<file path="src/include/crf_pkg.sv">
// package: constants and carrier types for the cpu register file
`default_nettype none
package crf_pkg;

  // ==========================================================
  // widths and reset values
  localparam int unsigned BYTE_W = 8;
  localparam int unsigned WORD_W = 16;
  localparam logic [7:0] IDX_HI_RESET = 8'h00;
  localparam logic [15:0] STACK_RESET = 16'h00ff;
  localparam logic [7:0] STACK_LOW_REINIT = 8'hff;
  localparam logic [7:0] DIRECT_PAGE_HI = 8'h00;
  localparam logic [15:0] VEC_HI_ADDR = 16'hfffe;
  localparam logic [15:0] VEC_LO_ADDR = 16'hffff;
  localparam logic [7:0] FLAG_ONES_MASK = 8'h60;
  localparam int unsigned FLAG_V_POS = 7;
  localparam int unsigned FLAG_H_POS = 4;
  localparam int unsigned FLAG_I_POS = 3;
  localparam int unsigned FLAG_N_POS = 2;
  localparam int unsigned FLAG_Z_POS = 1;
  localparam int unsigned FLAG_C_POS = 0;

  // ==========================================================
  // operations on the 8-bit data registers
  typedef enum logic [3:0] {
    CRF_UOP_NONE = 4'h0,
    CRF_UOP_LOAD = 4'h1,
    CRF_UOP_CLR = 4'h2,
    CRF_UOP_INC = 4'h3,
    CRF_UOP_DEC = 4'h4,
    CRF_UOP_COM = 4'h5,
    CRF_UOP_NEG = 4'h6,
    CRF_UOP_LSL = 4'h7,
    CRF_UOP_LSR = 4'h8,
    CRF_UOP_ASR = 4'h9,
    CRF_UOP_ROL = 4'ha,
    CRF_UOP_ROR = 4'hb,
    CRF_UOP_XFER = 4'hc
  } crf_uop_t;

  // stack pointer operations
  typedef enum logic [2:0] {
    CRF_SOP_NONE = 3'h0,
    CRF_SOP_PUSH = 3'h1,
    CRF_SOP_PULL = 3'h2,
    CRF_SOP_ADJUST = 3'h3,
    CRF_SOP_REINIT = 3'h4,
    CRF_SOP_LOAD = 3'h5
  } crf_sop_t;

  // fetch pointer operations
  typedef enum logic [1:0] {
    CRF_POP_NONE = 2'h0,
    CRF_POP_INC = 2'h1,
    CRF_POP_LOAD = 2'h2
  } crf_pop_t;

  // command from the sequencer, one per cycle
  typedef struct packed {
    crf_uop_t accOp;
    logic [7:0] accData;
    crf_uop_t idxLoOp;
    logic [7:0] idxLoData;
    logic idxHiLoad;
    logic [7:0] idxHiData;
    crf_sop_t stackOp;
    logic [15:0] stackData;
    crf_pop_t fetchOp;
    logic [15:0] fetchData;
    logic flagLoad;
    logic [7:0] flagData;
  } crf_cmd_t;

  // registered view of the programmer model
  typedef struct packed {
    logic [7:0] acc;
    logic [7:0] idxHi;
    logic [7:0] idxLo;
    logic [15:0] stackPointer;
    logic [15:0] fetchPointer;
    logic [7:0] flagRegister;
  } crf_view_t;

endpackage
`default_nettype wire

</file>
<file path="src/rtl/crf_byte_unit.sv">
// module: one 8-bit data register with unary operations
`timescale 1ns/1ns
`default_nettype none
module crf_byte_unit #(
  parameter int unsigned W = 8
) (
  input wire logic clk_sys,
  input wire logic ce,
  input wire crf_pkg::crf_uop_t op,
  input wire logic [W-1:0] loadData,
  input wire logic [W-1:0] xferData,
  input wire logic carryIn,
  output logic [W-1:0] value,
  output logic carryOut
);

  logic [W-1:0] value_reg;
  logic [W-1:0] value_next;
  logic carry_reg;
  logic carry_next;

  // ==========================================================
  // next value
  // no reset on purpose: contents survive a reset
  always_comb
  begin
    value_next = value_reg;
    carry_next = carry_reg;
    case (op)
      crf_pkg::CRF_UOP_LOAD: value_next = loadData;
      crf_pkg::CRF_UOP_XFER: value_next = xferData;
      crf_pkg::CRF_UOP_CLR: value_next = '0;
      crf_pkg::CRF_UOP_INC: value_next = value_reg + W'(1);
      crf_pkg::CRF_UOP_DEC: value_next = value_reg - W'(1);
      crf_pkg::CRF_UOP_COM: value_next = ~value_reg;
      crf_pkg::CRF_UOP_NEG: value_next = W'(0) - value_reg;
      crf_pkg::CRF_UOP_LSL:
      begin
        value_next = {value_reg[W-2:0], 1'b0};
        carry_next = value_reg[W-1];
      end
      crf_pkg::CRF_UOP_LSR:
      begin
        value_next = {1'b0, value_reg[W-1:1]};
        carry_next = value_reg[0];
      end
      crf_pkg::CRF_UOP_ASR:
      begin
        value_next = {value_reg[W-1], value_reg[W-1:1]};
        carry_next = value_reg[0];
      end
      crf_pkg::CRF_UOP_ROL:
      begin
        value_next = {value_reg[W-2:0], carryIn};
        carry_next = value_reg[W-1];
      end
      crf_pkg::CRF_UOP_ROR:
      begin
        value_next = {carryIn, value_reg[W-1:1]};
        carry_next = value_reg[0];
      end
      default: value_next = value_reg;
    endcase
  end

  always_ff @(posedge clk_sys)
  begin
    if (ce)
    begin
      value_reg <= value_next;
      carry_reg <= carry_next;
    end
  end

  assign value = value_reg;
  assign carryOut = carry_reg;

endmodule
`default_nettype wire

</file>
<file path="src/rtl/crf_register_file.sv">
// module: programmer-visible cpu register set
//
// Overview of operation
// - 8-bit accumulator feeds the alu and takes results, loads and stores.
// - reset leaves the accumulator contents unchanged.
// - index pointer is two 8-bit halves, upper gives bits 15:8.
// - indexed addressing always uses the full 16-bit index pair.
// - some instructions touch only the lower index byte, upper untouched.
// - lower index byte is a general data register with unary ops.
// - reset clears the upper index byte, lower byte keeps its value.
// - 16-bit stack pointer addresses the next free stack location.
// - calls push return address; interrupts push address and registers.
// - stack adjust adds a sign-extended 8-bit immediate to the pointer.
// - reset loads the stack pointer with 0x00ff.
// - stack low reinit changes only the stack pointer's low byte.
// - registers have no memory address, reached only by instructions.
// - direct operands sit in page zero, upper address byte zero.
// - 16-bit fetch pointer increments per fetch, loads on change of flow.
// - reset loads the fetch pointer from the top two bytes, high first.
// - flag register holds mask and five flags, bits 6 and 5 read one.
`timescale 1ns/1ns
`default_nettype none
module crf_register_file #(
  parameter int unsigned DW = crf_pkg::BYTE_W,
  parameter int unsigned AW = crf_pkg::WORD_W
) (
  input wire logic clk_sys,
  input wire logic rst,
  input wire logic ce,
  input wire crf_pkg::crf_cmd_t cmd,
  input wire logic [7:0] adjustImm,
  input wire logic [7:0] directOffset,
  input wire logic [7:0] vectorByte,
  input wire logic vectorValid,
  output crf_pkg::crf_view_t view,
  output logic [15:0] indexAddr,
  output logic [15:0] directAddr,
  output logic [15:0] vectorAddr,
  output logic vectorReq,
  output logic resetDone
);

  // ==========================================================
  // reset vector sequencer
  // gray path: hi fetch -> lo fetch -> run
  typedef enum logic [1:0] {
    CRF_ST_VEC_HI = 2'b00,
    CRF_ST_VEC_LO = 2'b01,
    CRF_ST_RUN = 2'b11
  } crf_state_t;

  crf_state_t state_reg;
  crf_state_t state_next;

  // ==========================================================
  // storage declarations
  logic [7:0] accValue;
  logic [7:0] idxLoValue;
  logic [7:0] idxHi_reg;
  logic [7:0] idxHi_next;
  logic [15:0] stack_reg;
  logic [15:0] stack_next;
  logic [15:0] fetch_reg;
  logic [15:0] fetch_next;
  logic [7:0] flag_reg;
  logic [7:0] flag_next;
  logic [15:0] indexAddr_reg;
  logic [15:0] directAddr_reg;
  logic [15:0] vectorAddr_reg;
  logic vectorReq_reg;
  logic resetDone_reg;

  // operations only run once the vector is in
  wire running = (state_reg == CRF_ST_RUN);
  wire opCe = ce & running;
  wire crf_pkg::crf_uop_t accOpGated = running ? cmd.accOp : crf_pkg::CRF_UOP_NONE;
  wire crf_pkg::crf_uop_t idxOpGated = running ? cmd.idxLoOp : crf_pkg::CRF_UOP_NONE;
  wire carryFlag = flag_reg[crf_pkg::FLAG_C_POS];

  // ==========================================================
  // accumulator and lower index byte, neither one reset
  // transfers swap through the xfer port: each takes the other's value
  crf_byte_unit #(
    .W(DW)
  ) uAcc (
    .clk_sys(clk_sys),
    .ce(ce),
    .op(accOpGated),
    .loadData(cmd.accData),
    .xferData(idxLoValue),
    .carryIn(carryFlag),
    .value(accValue),
    .carryOut()
  );

  crf_byte_unit #(
    .W(DW)
  ) uIdxLo (
    .clk_sys(clk_sys),
    .ce(ce),
    .op(idxOpGated),
    .loadData(cmd.idxLoData),
    .xferData(accValue),
    .carryIn(carryFlag),
    .value(idxLoValue),
    .carryOut()
  );

  // ==========================================================
  // upper index byte: only its own load touches it
  assign idxHi_next = cmd.idxHiLoad ? cmd.idxHiData : idxHi_reg;

  // ==========================================================
  // stack pointer next value
  // push moves down, pull moves up; pointer always at next free byte
  wire [15:0] adjustExt = {{8{adjustImm[7]}}, adjustImm};
  wire [15:0] stackPushed = stack_reg - 16'h0001;
  wire [15:0] stackPulled = stack_reg + 16'h0001;
  wire [15:0] stackAdjusted = stack_reg + adjustExt;
  wire [15:0] stackReinit = {stack_reg[15:8], crf_pkg::STACK_LOW_REINIT};

  always_comb
  begin
    case (cmd.stackOp)
      crf_pkg::CRF_SOP_PUSH: stack_next = stackPushed;
      crf_pkg::CRF_SOP_PULL: stack_next = stackPulled;
      crf_pkg::CRF_SOP_ADJUST: stack_next = stackAdjusted;
      crf_pkg::CRF_SOP_REINIT: stack_next = stackReinit;
      crf_pkg::CRF_SOP_LOAD: stack_next = cmd.stackData;
      default: stack_next = stack_reg;
    endcase
  end

  // ==========================================================
  // fetch pointer next value, vector bytes high first
  always_comb
  begin
    fetch_next = fetch_reg;
    case (state_reg)
      CRF_ST_VEC_HI:
        if (vectorValid)
          fetch_next = {vectorByte, fetch_reg[7:0]};
      CRF_ST_VEC_LO:
        if (vectorValid)
          fetch_next = {fetch_reg[15:8], vectorByte};
      CRF_ST_RUN:
        case (cmd.fetchOp)
          crf_pkg::CRF_POP_INC: fetch_next = fetch_reg + 16'h0001;
          crf_pkg::CRF_POP_LOAD: fetch_next = cmd.fetchData;
          default: fetch_next = fetch_reg;
        endcase
      default: fetch_next = fetch_reg;
    endcase
  end

  // sequencer transitions
  always_comb
  begin
    case (state_reg)
      CRF_ST_VEC_HI: state_next = vectorValid ? CRF_ST_VEC_LO : CRF_ST_VEC_HI;
      CRF_ST_VEC_LO: state_next = vectorValid ? CRF_ST_RUN : CRF_ST_VEC_LO;
      CRF_ST_RUN: state_next = CRF_ST_RUN;
      default: state_next = CRF_ST_VEC_HI;
    endcase
  end

  // ==========================================================
  // flag register: fixed ones forced on every write
  assign flag_next = cmd.flagLoad ? (cmd.flagData | crf_pkg::FLAG_ONES_MASK) : flag_reg;

  // ==========================================================
  // address outputs
  // registered so every output leaves a flop; index and direct addresses lag one cycle, vector outputs are built from the next state
  wire [15:0] indexAddrNext = {idxHi_reg, idxLoValue};
  wire [15:0] directAddrNext = {crf_pkg::DIRECT_PAGE_HI, directOffset};
  wire [15:0] vectorAddrNext = (state_next == CRF_ST_VEC_LO) ? crf_pkg::VEC_LO_ADDR
                                                              : crf_pkg::VEC_HI_ADDR;
  wire vectorReqNext = (state_next != CRF_ST_RUN);

  // ==========================================================
  // reset-bearing state
  // accumulator and lower index live in the unit without reset
  always_ff @(posedge clk_sys or posedge rst)
  begin
    if (rst)
    begin
      idxHi_reg <= crf_pkg::IDX_HI_RESET;
      stack_reg <= crf_pkg::STACK_RESET;
      fetch_reg <= '0;
      flag_reg <= crf_pkg::FLAG_ONES_MASK;
      state_reg <= CRF_ST_VEC_HI;
    end
    else if (ce)
    begin
      state_reg <= state_next;
      fetch_reg <= fetch_next;
      if (running)
      begin
        idxHi_reg <= idxHi_next;
        stack_reg <= stack_next;
        flag_reg <= flag_next;
      end
    end
  end

  // ==========================================================
  // output flops
  always_ff @(posedge clk_sys or posedge rst)
  begin
    if (rst)
    begin
      indexAddr_reg <= '0;
      directAddr_reg <= '0;
      vectorAddr_reg <= crf_pkg::VEC_HI_ADDR;
      vectorReq_reg <= 1'b1;
      resetDone_reg <= 1'b0;
    end
    else if (ce)
    begin
      indexAddr_reg <= indexAddrNext;
      directAddr_reg <= directAddrNext;
      vectorAddr_reg <= vectorAddrNext;
      vectorReq_reg <= vectorReqNext;
      resetDone_reg <= ~vectorReqNext;
    end
  end

  // ==========================================================
  // register view: no memory-mapped path exists anywhere
  // one driver for the whole carrier, not one per field
  assign view = '{
    acc: accValue,
    idxHi: idxHi_reg,
    idxLo: idxLoValue,
    stackPointer: stack_reg,
    fetchPointer: fetch_reg,
    flagRegister: flag_reg
  };
  assign indexAddr = indexAddr_reg;
  assign directAddr = directAddr_reg;
  assign vectorAddr = vectorAddr_reg;
  assign vectorReq = vectorReq_reg;
  assign resetDone = resetDone_reg;

endmodule
`default_nettype wire

</file>
<file path="config.mk">
export PLATFORM = sky130hd
export DESIGN_NAME = crf_register_file
export DESIGN_NICKNAME = d
export VERILOG_FILES = /design/src/include/crf_pkg.sv /design/src/rtl/crf_byte_unit.sv /design/src/rtl/crf_register_file.sv
export SDC_FILE = /design/constraint.sdc
export NUM_CORES = 1
export LEC_CHECK = 0
export BUFFER_PORTS_ARGS = -buffer_cell sky130_fd_sc_hd__buf_2
export CORE_AREA = 2 2 113 137
export CTS_CLUSTER_SIZE = 10
export DETAILED_ROUTE_END_ITERATION = 10
export DIE_AREA = 0 0 115 139
export GPL_TIMING_DRIVEN = 0
export PLACE_DENSITY = 0.82
export SETUP_SLACK_MARGIN = 0.2
export SYNTH_ARGS = -nofsm -noshare
export SYNTH_HDL_FRONTEND = slang
export SYNTH_SLANG_ARGS = --single-unit
</file>
<file path="constraint.sdc">
create_clock -name clk_sys -period 2.4 [get_ports clk_sys]
set_clock_uncertainty 0.2 [all_clocks]
set_input_delay 0.12 -clock clk_sys [delete_from_list [all_inputs] [get_ports clk_sys]]
set_output_delay 0.12 -clock clk_sys [all_outputs]
set_load 0.05 [all_outputs]
</file>
==> results.md, run 1 <==
- Gr usage total: 30.0%
- Core Area: 14,700 um2
- CP Launch Type: register
- Syn Inst Count: 792
- Worst-margin pin slew: 0.856 ns
- Leakage: 4.52 nW
- Number of fillers in the final layout: 1,063
- Worst hold slack: 0.00847 ns
- Total I/O pin count: 221
- WP data required: 2.29 ns
- Drt pass-1 iters: 6
- Post-DRT Antenna Nets: 0
- Ys Warns: 0
- Area grow syn2layout: 52.5%
- Outcome: finished with violations
- Power density over cell area: 851 nW/um2
- Row count: 49
- Fin crit share: 105%
- Dominant cell type by area after synthesis: dfrtp_1
- Worst Setup Path Type: register to register
- Avg Inst Size Synth: 8.58 um2
- Full die area: 16,000 um2
- CTS Sinks: 91
- Largest net degree at the start of global routing: 42
- H-tree levels: 3
- Clock transition at the registers of the reported paths: 0.07 ns
- Critical-path maximum fanout: 7
- Post-layout min period: 2.52 ns
- Initial antenna violation count: 1
- Setup ws final: -0.122 ns
- Class of the worst hold path: input pin to register
- Synth top area cells: dfrtp_1, edfxtp_1, mux2_2
- Worst EP arrival: 2.41 ns
- Max Freq: 0.396 GHz
- Initial Util: 46.2%
- CTS tree: done
- Global placer's final weighted congestion: 0.948
- Slew margin rel.: 42.8%
- Reg2Reg Depth: 9
- Die Y-Extent: 139 um
- Fin area: 10,400 um2
- Final setup violation count: 7
- Synth Register Bits: 91
- Final net count: 1,264
- Root Driver: clkbuf_16
- Vias in the first global route: 7,691
- Die width: 115 um
- Register area: 2400 um2
- Pre-CTS setup slack: -0.623 ns
- Overflow after GRT: 0
- Routed WL: 25.3 mm
- GRT busiest layer: met2
- Ys async rst share: 82.4%
- Grt met2 use: 50.1%
- Max cap viols: 0
- Hold path depth: 5
- Dpl hpwl: 15.7 mm
- Setup crit end kind: register
- Clock Path Buffers: 2
- CTS buffer count: 9
- First-pass GRT wire length: 38.3 mm
- Vias per cell: 5.96
- Share of post-route cells with drive strength above 1: 41.8%
- Hold Fails Final Rpt: 0
- Yosys top cell area share: 24.3%
- Post-placement cell area: 8430 um2
- Unrepaired setup endpoints after global routing: true
- Routed vias: 7,867
- Post-synthesis instance area: 6790 um2
- EDFF count, synth: 16
- Max Slew Vio Count: 0
- DRC: 0
- Multi-input combinational cell area: 4700 um2
- Routed length per placed instance: 19.2 um
- Total power: 8.82 mW
- Cell variety after synth: 70
- Number of port buffers: 189
- Met3 usage: 5.68%
- Max VDD drop: 630 uV
- Skew-Pair Late Insertion Delay: 0.35 ns
- Post-synth top flop: dfrtp_1
- DRT iter0 DRCs: 718
- Failing checks: negative setup slack
- Seq/Total Area, Yosys: 34.9%
- Met1 Use GR: 35.6%
report_power, final:
| group | switching (mW) | internal [mW] | total, mW |
|---|---|---|---|
| Combinational | 3.07 | 1.94 | 5.01 |
| Sequential | 0.345 | 1.99 | 2.34 |
| Clock | 0.670 | 0.804 | 1.47 |
| Total | 4.09 | 4.73 | 8.82 |
metal layers:
| layer | share of wire (%) | vias up |
|---|---|---|
| li1 | - | 3540 |
| met1 | 37 | 3686 |
| met2 | 49 | 512 |
| met3 | 8.1 | 129 |
| met4 | 5.8 | 0 |
| met5 | 0 | - |
stage by stage:
step / utilization (%) / TNS, ns / std cells
finish: 70.4 / -0.308 / 1320
global route: 70.4 / -0.924 / 1320
CTS: 67.8 / -0.0687 / 1302
detailed placement: 57.3 / -13.27 / 1183
global placement: 57.1 / -10.87 / 1182
floorplan: - / -0.813 / 815
final timing paths:
kind,from,endpoint,slack (ns)
max,state_reg[1],uAcc.value[7],-0.12
min,cmd[40],stack_reg[13],0.008
max reg2reg,state_reg[1],uAcc.value[7],-0.12
min reg2reg,indexAddr[5],indexAddr[5],0.30
max in group asynchronous,rst,vectorReq,0.97
min in group asynchronous,rst,idxHi_reg[4],0.30
layout make-up:
class                           instances  area share, %
Clock inverter                          4          0.290
Antenna cell                            1         0.0242
Sequential cell                        91           23.2
Clock buffer                           12           2.59
Multi-Input combinational cell        623           45.4
Buffer                                 80           5.29
Inverter                               21          0.882
Timing Repair Buffer                  310           20.2
Tap cell                              178           2.15
synth_stat cells (all sizes together) (19+ instances only):
cell type,count
xnor2,19
nand2,89
xor2,24
a21oi,53
ha,20
dfrtp,66
nand3,23
o21ai,62
mux2,38
nor2,51
a211oi,19
inv,20
buf,32
clkbuf,48
cell usage in the layout, fill, tap and decap left out, types with 12 or more instances in the layout:
cell type	n
ha_4	12
dfrtp_1	50
xnor2_1	15
dlygate4sd3_1	70
buf_2	192
nand2_1	85
inv_1	17
buf_6	13
a21oi_1	45
edfxtp_1	16
o21ai_0	45
mux2_2	38
buf_4	69
and3_1	13
nor2_1	48
conb_1	25
clkbuf_1	28
nand3_1	23
dfrtp_2	16
xor2_1	24
critical path: stages, from the launching register on:
cell and delay [ns]:
dfrtp_1 0.37, buf_6 0.12, buf_6 0.12, buf_4 0.12, and2_4 0.16, and3_1 0.16, buf_2 0.18, o2bb2ai_1 0.16
a2111oi_2 0.49, a21oi_1 0.17
cell families after synthesis:
family                     after synthesis  synth area share (%)
other                                    2                 0.111
and+or+nand+nor                        269                  19.8
xor gates and xnor gates                43                  5.55
DFF                                     91                  34.9
adders and majority gates               21                  3.98
muxes                                   46                  7.48
AOI/OAI and AO/OA                      219                  21.0
buffers and inverters                  101                  7.22
timing repair:
item | 4_1_cts | 5_1_grt
gates cloned | 1 | 0
endpoints found under the hold margin | 99 | 0
hold buffers | 70 | 0
setup buffers | 32 | 17
setup endpoints to repair | 66 | 39
pin swaps | 32 | 38
resized for setup | 75 | 65
No activity file was read; power rests on OpenSTA's default activity.
==> run 2: changes to the inputs <==
ABC_AREA = 1   (was default)
CORE_AREA = 2 2 114 138   (was 2 2 113 137)
CTS_CLUSTER_SIZE = 12   (was 10)
DIE_AREA = 0 0 116 140   (was 0 0 115 139)
PLACE_DENSITY = 0.83   (was 0.82)
==> run 2 against run 1 <==
Effect of this change:
- global-route usage grew 0.15 points
- area after synthesis grew 4.1%
- non-clock buffer count shrank 23
- first-iteration DRC count is the same
- routed wire length grew 2.2%
- count of clock-buffer cells in the layout shrank 2
- cell area grew 1.1%
- largest power group unchanged
- the flow now finishes without violations
- cell count grew 20%
- die area grew 1.6%
- flip-flop and latch count is the same
- combinational power grew 16%
- critical path depth shrank 1
==> results.md, run 2 <==
- Routed vias: 8,677 (was 7,867)
- Synth top area cells: dfrtp_1, nand2_1, edfxtp_1 (was dfrtp_1, edfxtp_1, mux2_2)
- Share of post-route cells with drive strength above 1: 34.2% (was 41.8%)
- R2R Setup Slk: 0.12 ns (was -0.12 ns)
- Worst reg2reg endpoint: uAcc.value[7] (unchanged)
- Power density over cell area: 936 nW/um2 (was 851 nW/um2)
- Leakage: 5.10 nW (was 4.52 nW)
- H-tree levels: 3 (unchanged)
- Critical path's largest stage delay: 0.46 ns (was 0.49 ns)
- WHS Endpoint: fetch_reg[9] (was stack_reg[13])
- Final setup violation count: 0 (was 7)
- Most frequent cell after synthesis: nand2_1 (unchanged)
- DRC: 0 (unchanged)
- Hold Fails Final Rpt: 0 (unchanged)
- CTS Sinks: 91 (unchanged)
- Max Freq: 0.439 GHz (was 0.396 GHz)
- Die width: 116 um (was 115 um)
- Slew margin rel.: 53.3% (was 42.8%)
- DP Cell Count: 1,436 (was 1,183)
- Class of the worst hold path: input pin to register (unchanged)
- Gr usage total: 30.2% (was 30.0%)
- Ys Warns: 0 (unchanged)
- Total I/O pin count: 221 (unchanged)
- Commonest non-fill, non-tap cells in the layout: nand2_1, buf_2, inv_1 (was buf_2, nand2_1, dlygate4sd3_1)
- Clock transition at the registers of the reported paths: 0.07 ns (about the same)
- Unrepaired setup endpoints after global routing: true (unchanged)
- Global placer's final weighted congestion: 1.02 (was 0.948)
- Ys async rst share: 82.4% (unchanged)
- Initial Util: 47.7% (was 46.2%)
- Dominant cell type by area after synthesis: dfrtp_1 (unchanged)
- WP data required: 2.31 ns (was 2.29 ns)
- CTS buffer count: 9 (unchanged)
- Multi-input combinational cell area: 4620 um2 (was 4700 um2)
- Setup crit end kind: register (unchanged)
- Number of fillers in the final layout: 1,184 (was 1,063)
- Vias in the first global route: 8,218 (was 7,691)
- Post-layout min period: 2.28 ns (was 2.52 ns)
- Overflow after GRT: 0 (unchanged)
- Vias per cell: 5.50 (was 5.96)
- Critical-path maximum fanout: 10 (was 7)
- Core Area: 14,800 um2 (was 14,700 um2)
- Hold path depth: 5 (unchanged)
- Worst Setup Path Type: register to register (unchanged)
- Post-DRT Antenna Nets: 0 (unchanged)
- Fin cells: 1,579 (was 1,320)
- Clock Path Buffers: 2 (unchanged)
- Die Y-Extent: 140 um (was 139 um)
- Worst hold slack: 0.0241 ns (was 0.00847 ns)
- Register area: 2370 um2 (was 2400 um2)
- Utilization after layout: 70.6% (was 70.4%)
- Yosys top cell area share: 23.4% (was 24.3%)
- Most frequent cells after synthesis: nand2_1, inv_1, nor2_1, a21oi_1, nand3_1 (was nand2_1, dfrtp_1, o21ai_0, a21oi_1, nor2_1)
- Post-placement cell area: 8520 um2 (was 8430 um2)
- Post-synthesis instance area: 7070 um2 (was 6790 um2)
- Routed length per placed instance: 16.4 um (was 19.2 um)
- First-pass GRT wire length: 39.0 mm (was 38.3 mm)
- EDFF count, synth: 16 (unchanged)
- Max Slew Vio Count: 0 (unchanged)
- Full die area: 16,200 um2 (was 16,000 um2)
- Final net count: 1,496 (was 1,264)
- Setup TNS: 0 ns (was -0.308 ns)
- Worst hold start: cmd[26] (was cmd[40])
- Max cap viols: 0 (unchanged)
- Largest net degree at the start of global routing: 35 (was 42)
- Dpl hpwl: 17.8 mm (was 15.7 mm)
- Post-synth top flop: dfrtp_1 (unchanged)
- Number of port buffers: 192 (was 189)
- Drt pass-1 iters: 6 (unchanged)
- Area grow syn2layout: 48.0% (was 52.5%)
- Avg Inst Size Synth: 6.97 um2 (was 8.58 um2)
- Max VDD drop: 963 uV (was 630 uV)
- Most common cell after layout, fill and taps aside: nand2_1 (was buf_2)
- Ordered list of cells on the worst path: nand2_4 > buf_12 > nor2_4 > o21ai_0 > nand3_2 > clkbuf_4 > nor2_1 > a21oi_2 (was buf_6 > buf_6 > buf_4 > and2_4 > and3_1 > buf_2 > o2bb2ai_1 > a2111oi_2 > a21oi_1)
- Worst EP arrival: 2.19 ns (was 2.41 ns)
- Routed WL: 25.9 mm (was 25.3 mm)
- Skew-Pair Late Insertion Delay: 0.36 ns (was 0.35 ns)
- Root Driver: clkbuf_16 (unchanged)
- Reg2Reg Depth: 8 (was 9)
- Cell variety after synth: 55 (was 70)
- Row count: 49 (unchanged)
- DRT iter0 DRCs: 718 (unchanged)
- Fin area: 10,500 um2 (was 10,400 um2)
- Synth Register Bits: 91 (unchanged)
- Slowest CP cell: dfrtp_2 (was a2111oi_2)
- Syn Inst Count: 1,015 (was 792)
- Fin crit share: 95.0% (was 105%)
- Reg2reg start: state_reg[0] (was state_reg[1])
- CTS tree: done (unchanged)
- CP Launch Type: register (unchanged)
- Initial antenna violation count: 2 (was 1)
- Worst-margin pin slew: 0.698 ns (was 0.856 ns)
- Seq/Total Area, Yosys: 33.5% (was 34.9%)
- Outcome: finished, final reports clean (was finished with violations)
## run 2: stage by stage
stage / setup WS, ns / power [mW]
global placement: -0.278 / 7.40
CTS: 0.132 / 9.13
floorplan: 0.166 / 6.26
global route: 0.00517 / 10.3
finish: 0.121 / 9.80
detailed placement: -0.264 / 7.48
## run 2: how the worst max path moves through the flow
stage / from / end / slack [ns] / depth (start not counted)
2_1_floorplan: uIdxLo.value[2] / uIdxLo.value[7] / 0.17 / 9
3_3_place_gp: state_reg[0] / uIdxLo.value[5] / -0.28 / 7
3_5_place_dp: state_reg[0] / uIdxLo.value[3] / -0.26 / 7
4_1_cts: state_reg[0] / uIdxLo.value[6] / 0.13 / 17
5_1_grt: state_reg[0] / uIdxLo.value[7] / 0.005 / 14
6_report: state_reg[0] / uAcc.value[7] / 0.12 / 8
## run 2: where the power goes
group          internal, mW  switching [mW]  leakage [nW]
Clock                 0.717           0.694         0.139
Sequential             2.10           0.493          1.02
Combinational          1.89            3.91          3.94
Total                  4.70            5.09          5.10
## run 2: what timing repair did
item,CTS,global route
pin swaps,11,37
endpoints found under the hold margin,137,0
hold buffers,80,0
resized for setup,39,111
endpoints found under the setup margin,63,57
buffers inserted,21,24
## run 2: cell families (layout without fill, tap and decap cells)
logic type	after synthesis	count (layout)	synth area share, %
AND/OR/NAND/NOR	508	508	31.3
buffers and inverters	161	496	10.1
XOR/XNOR	15	15	1.86
AO/OA/AOI/OAI	204	204	17.2
other	2	27	0.106
adder cells (fa/ha/maj)	21	21	3.82
multiplexers	13	13	2.07
flip-flops	91	91	33.5
## run 2: area by class of cell
| class | instances | area share (%) |
|---|---|---|
| inverter | 113 | 4.21 |
| antenna | 2 | 0.0478 |
| multi-input combinational | 786 | 44.1 |
| buffer | 48 | 3.12 |
| tap | 204 | 2.44 |
| clock inverter | 6 | 0.490 |
| timing repair buffer | 319 | 20.7 |
| clock buffer | 10 | 2.19 |
| sequential | 91 | 22.7 |
## run 2: critical path, delay by kind of cell, from the launching register on
family	cells	cell delay [ns]
buffers and inverters	2	0.41
AOI/OAI and AO/OA	2	0.33
and+or+nand+nor	4	0.61
DFF	1	0.46
## run 2: per-layer routing
layer | up-vias | share of wire [%] | GRT usage [%]
li1 | 4078 | - | -
met1 | 3942 | 36 | 33.7
met2 | 543 | 51 | 53.4
met3 | 114 | 8.3 | 6.14
met4 | 0 | 4.8 | 15.7
met5 | - | 0 | 0
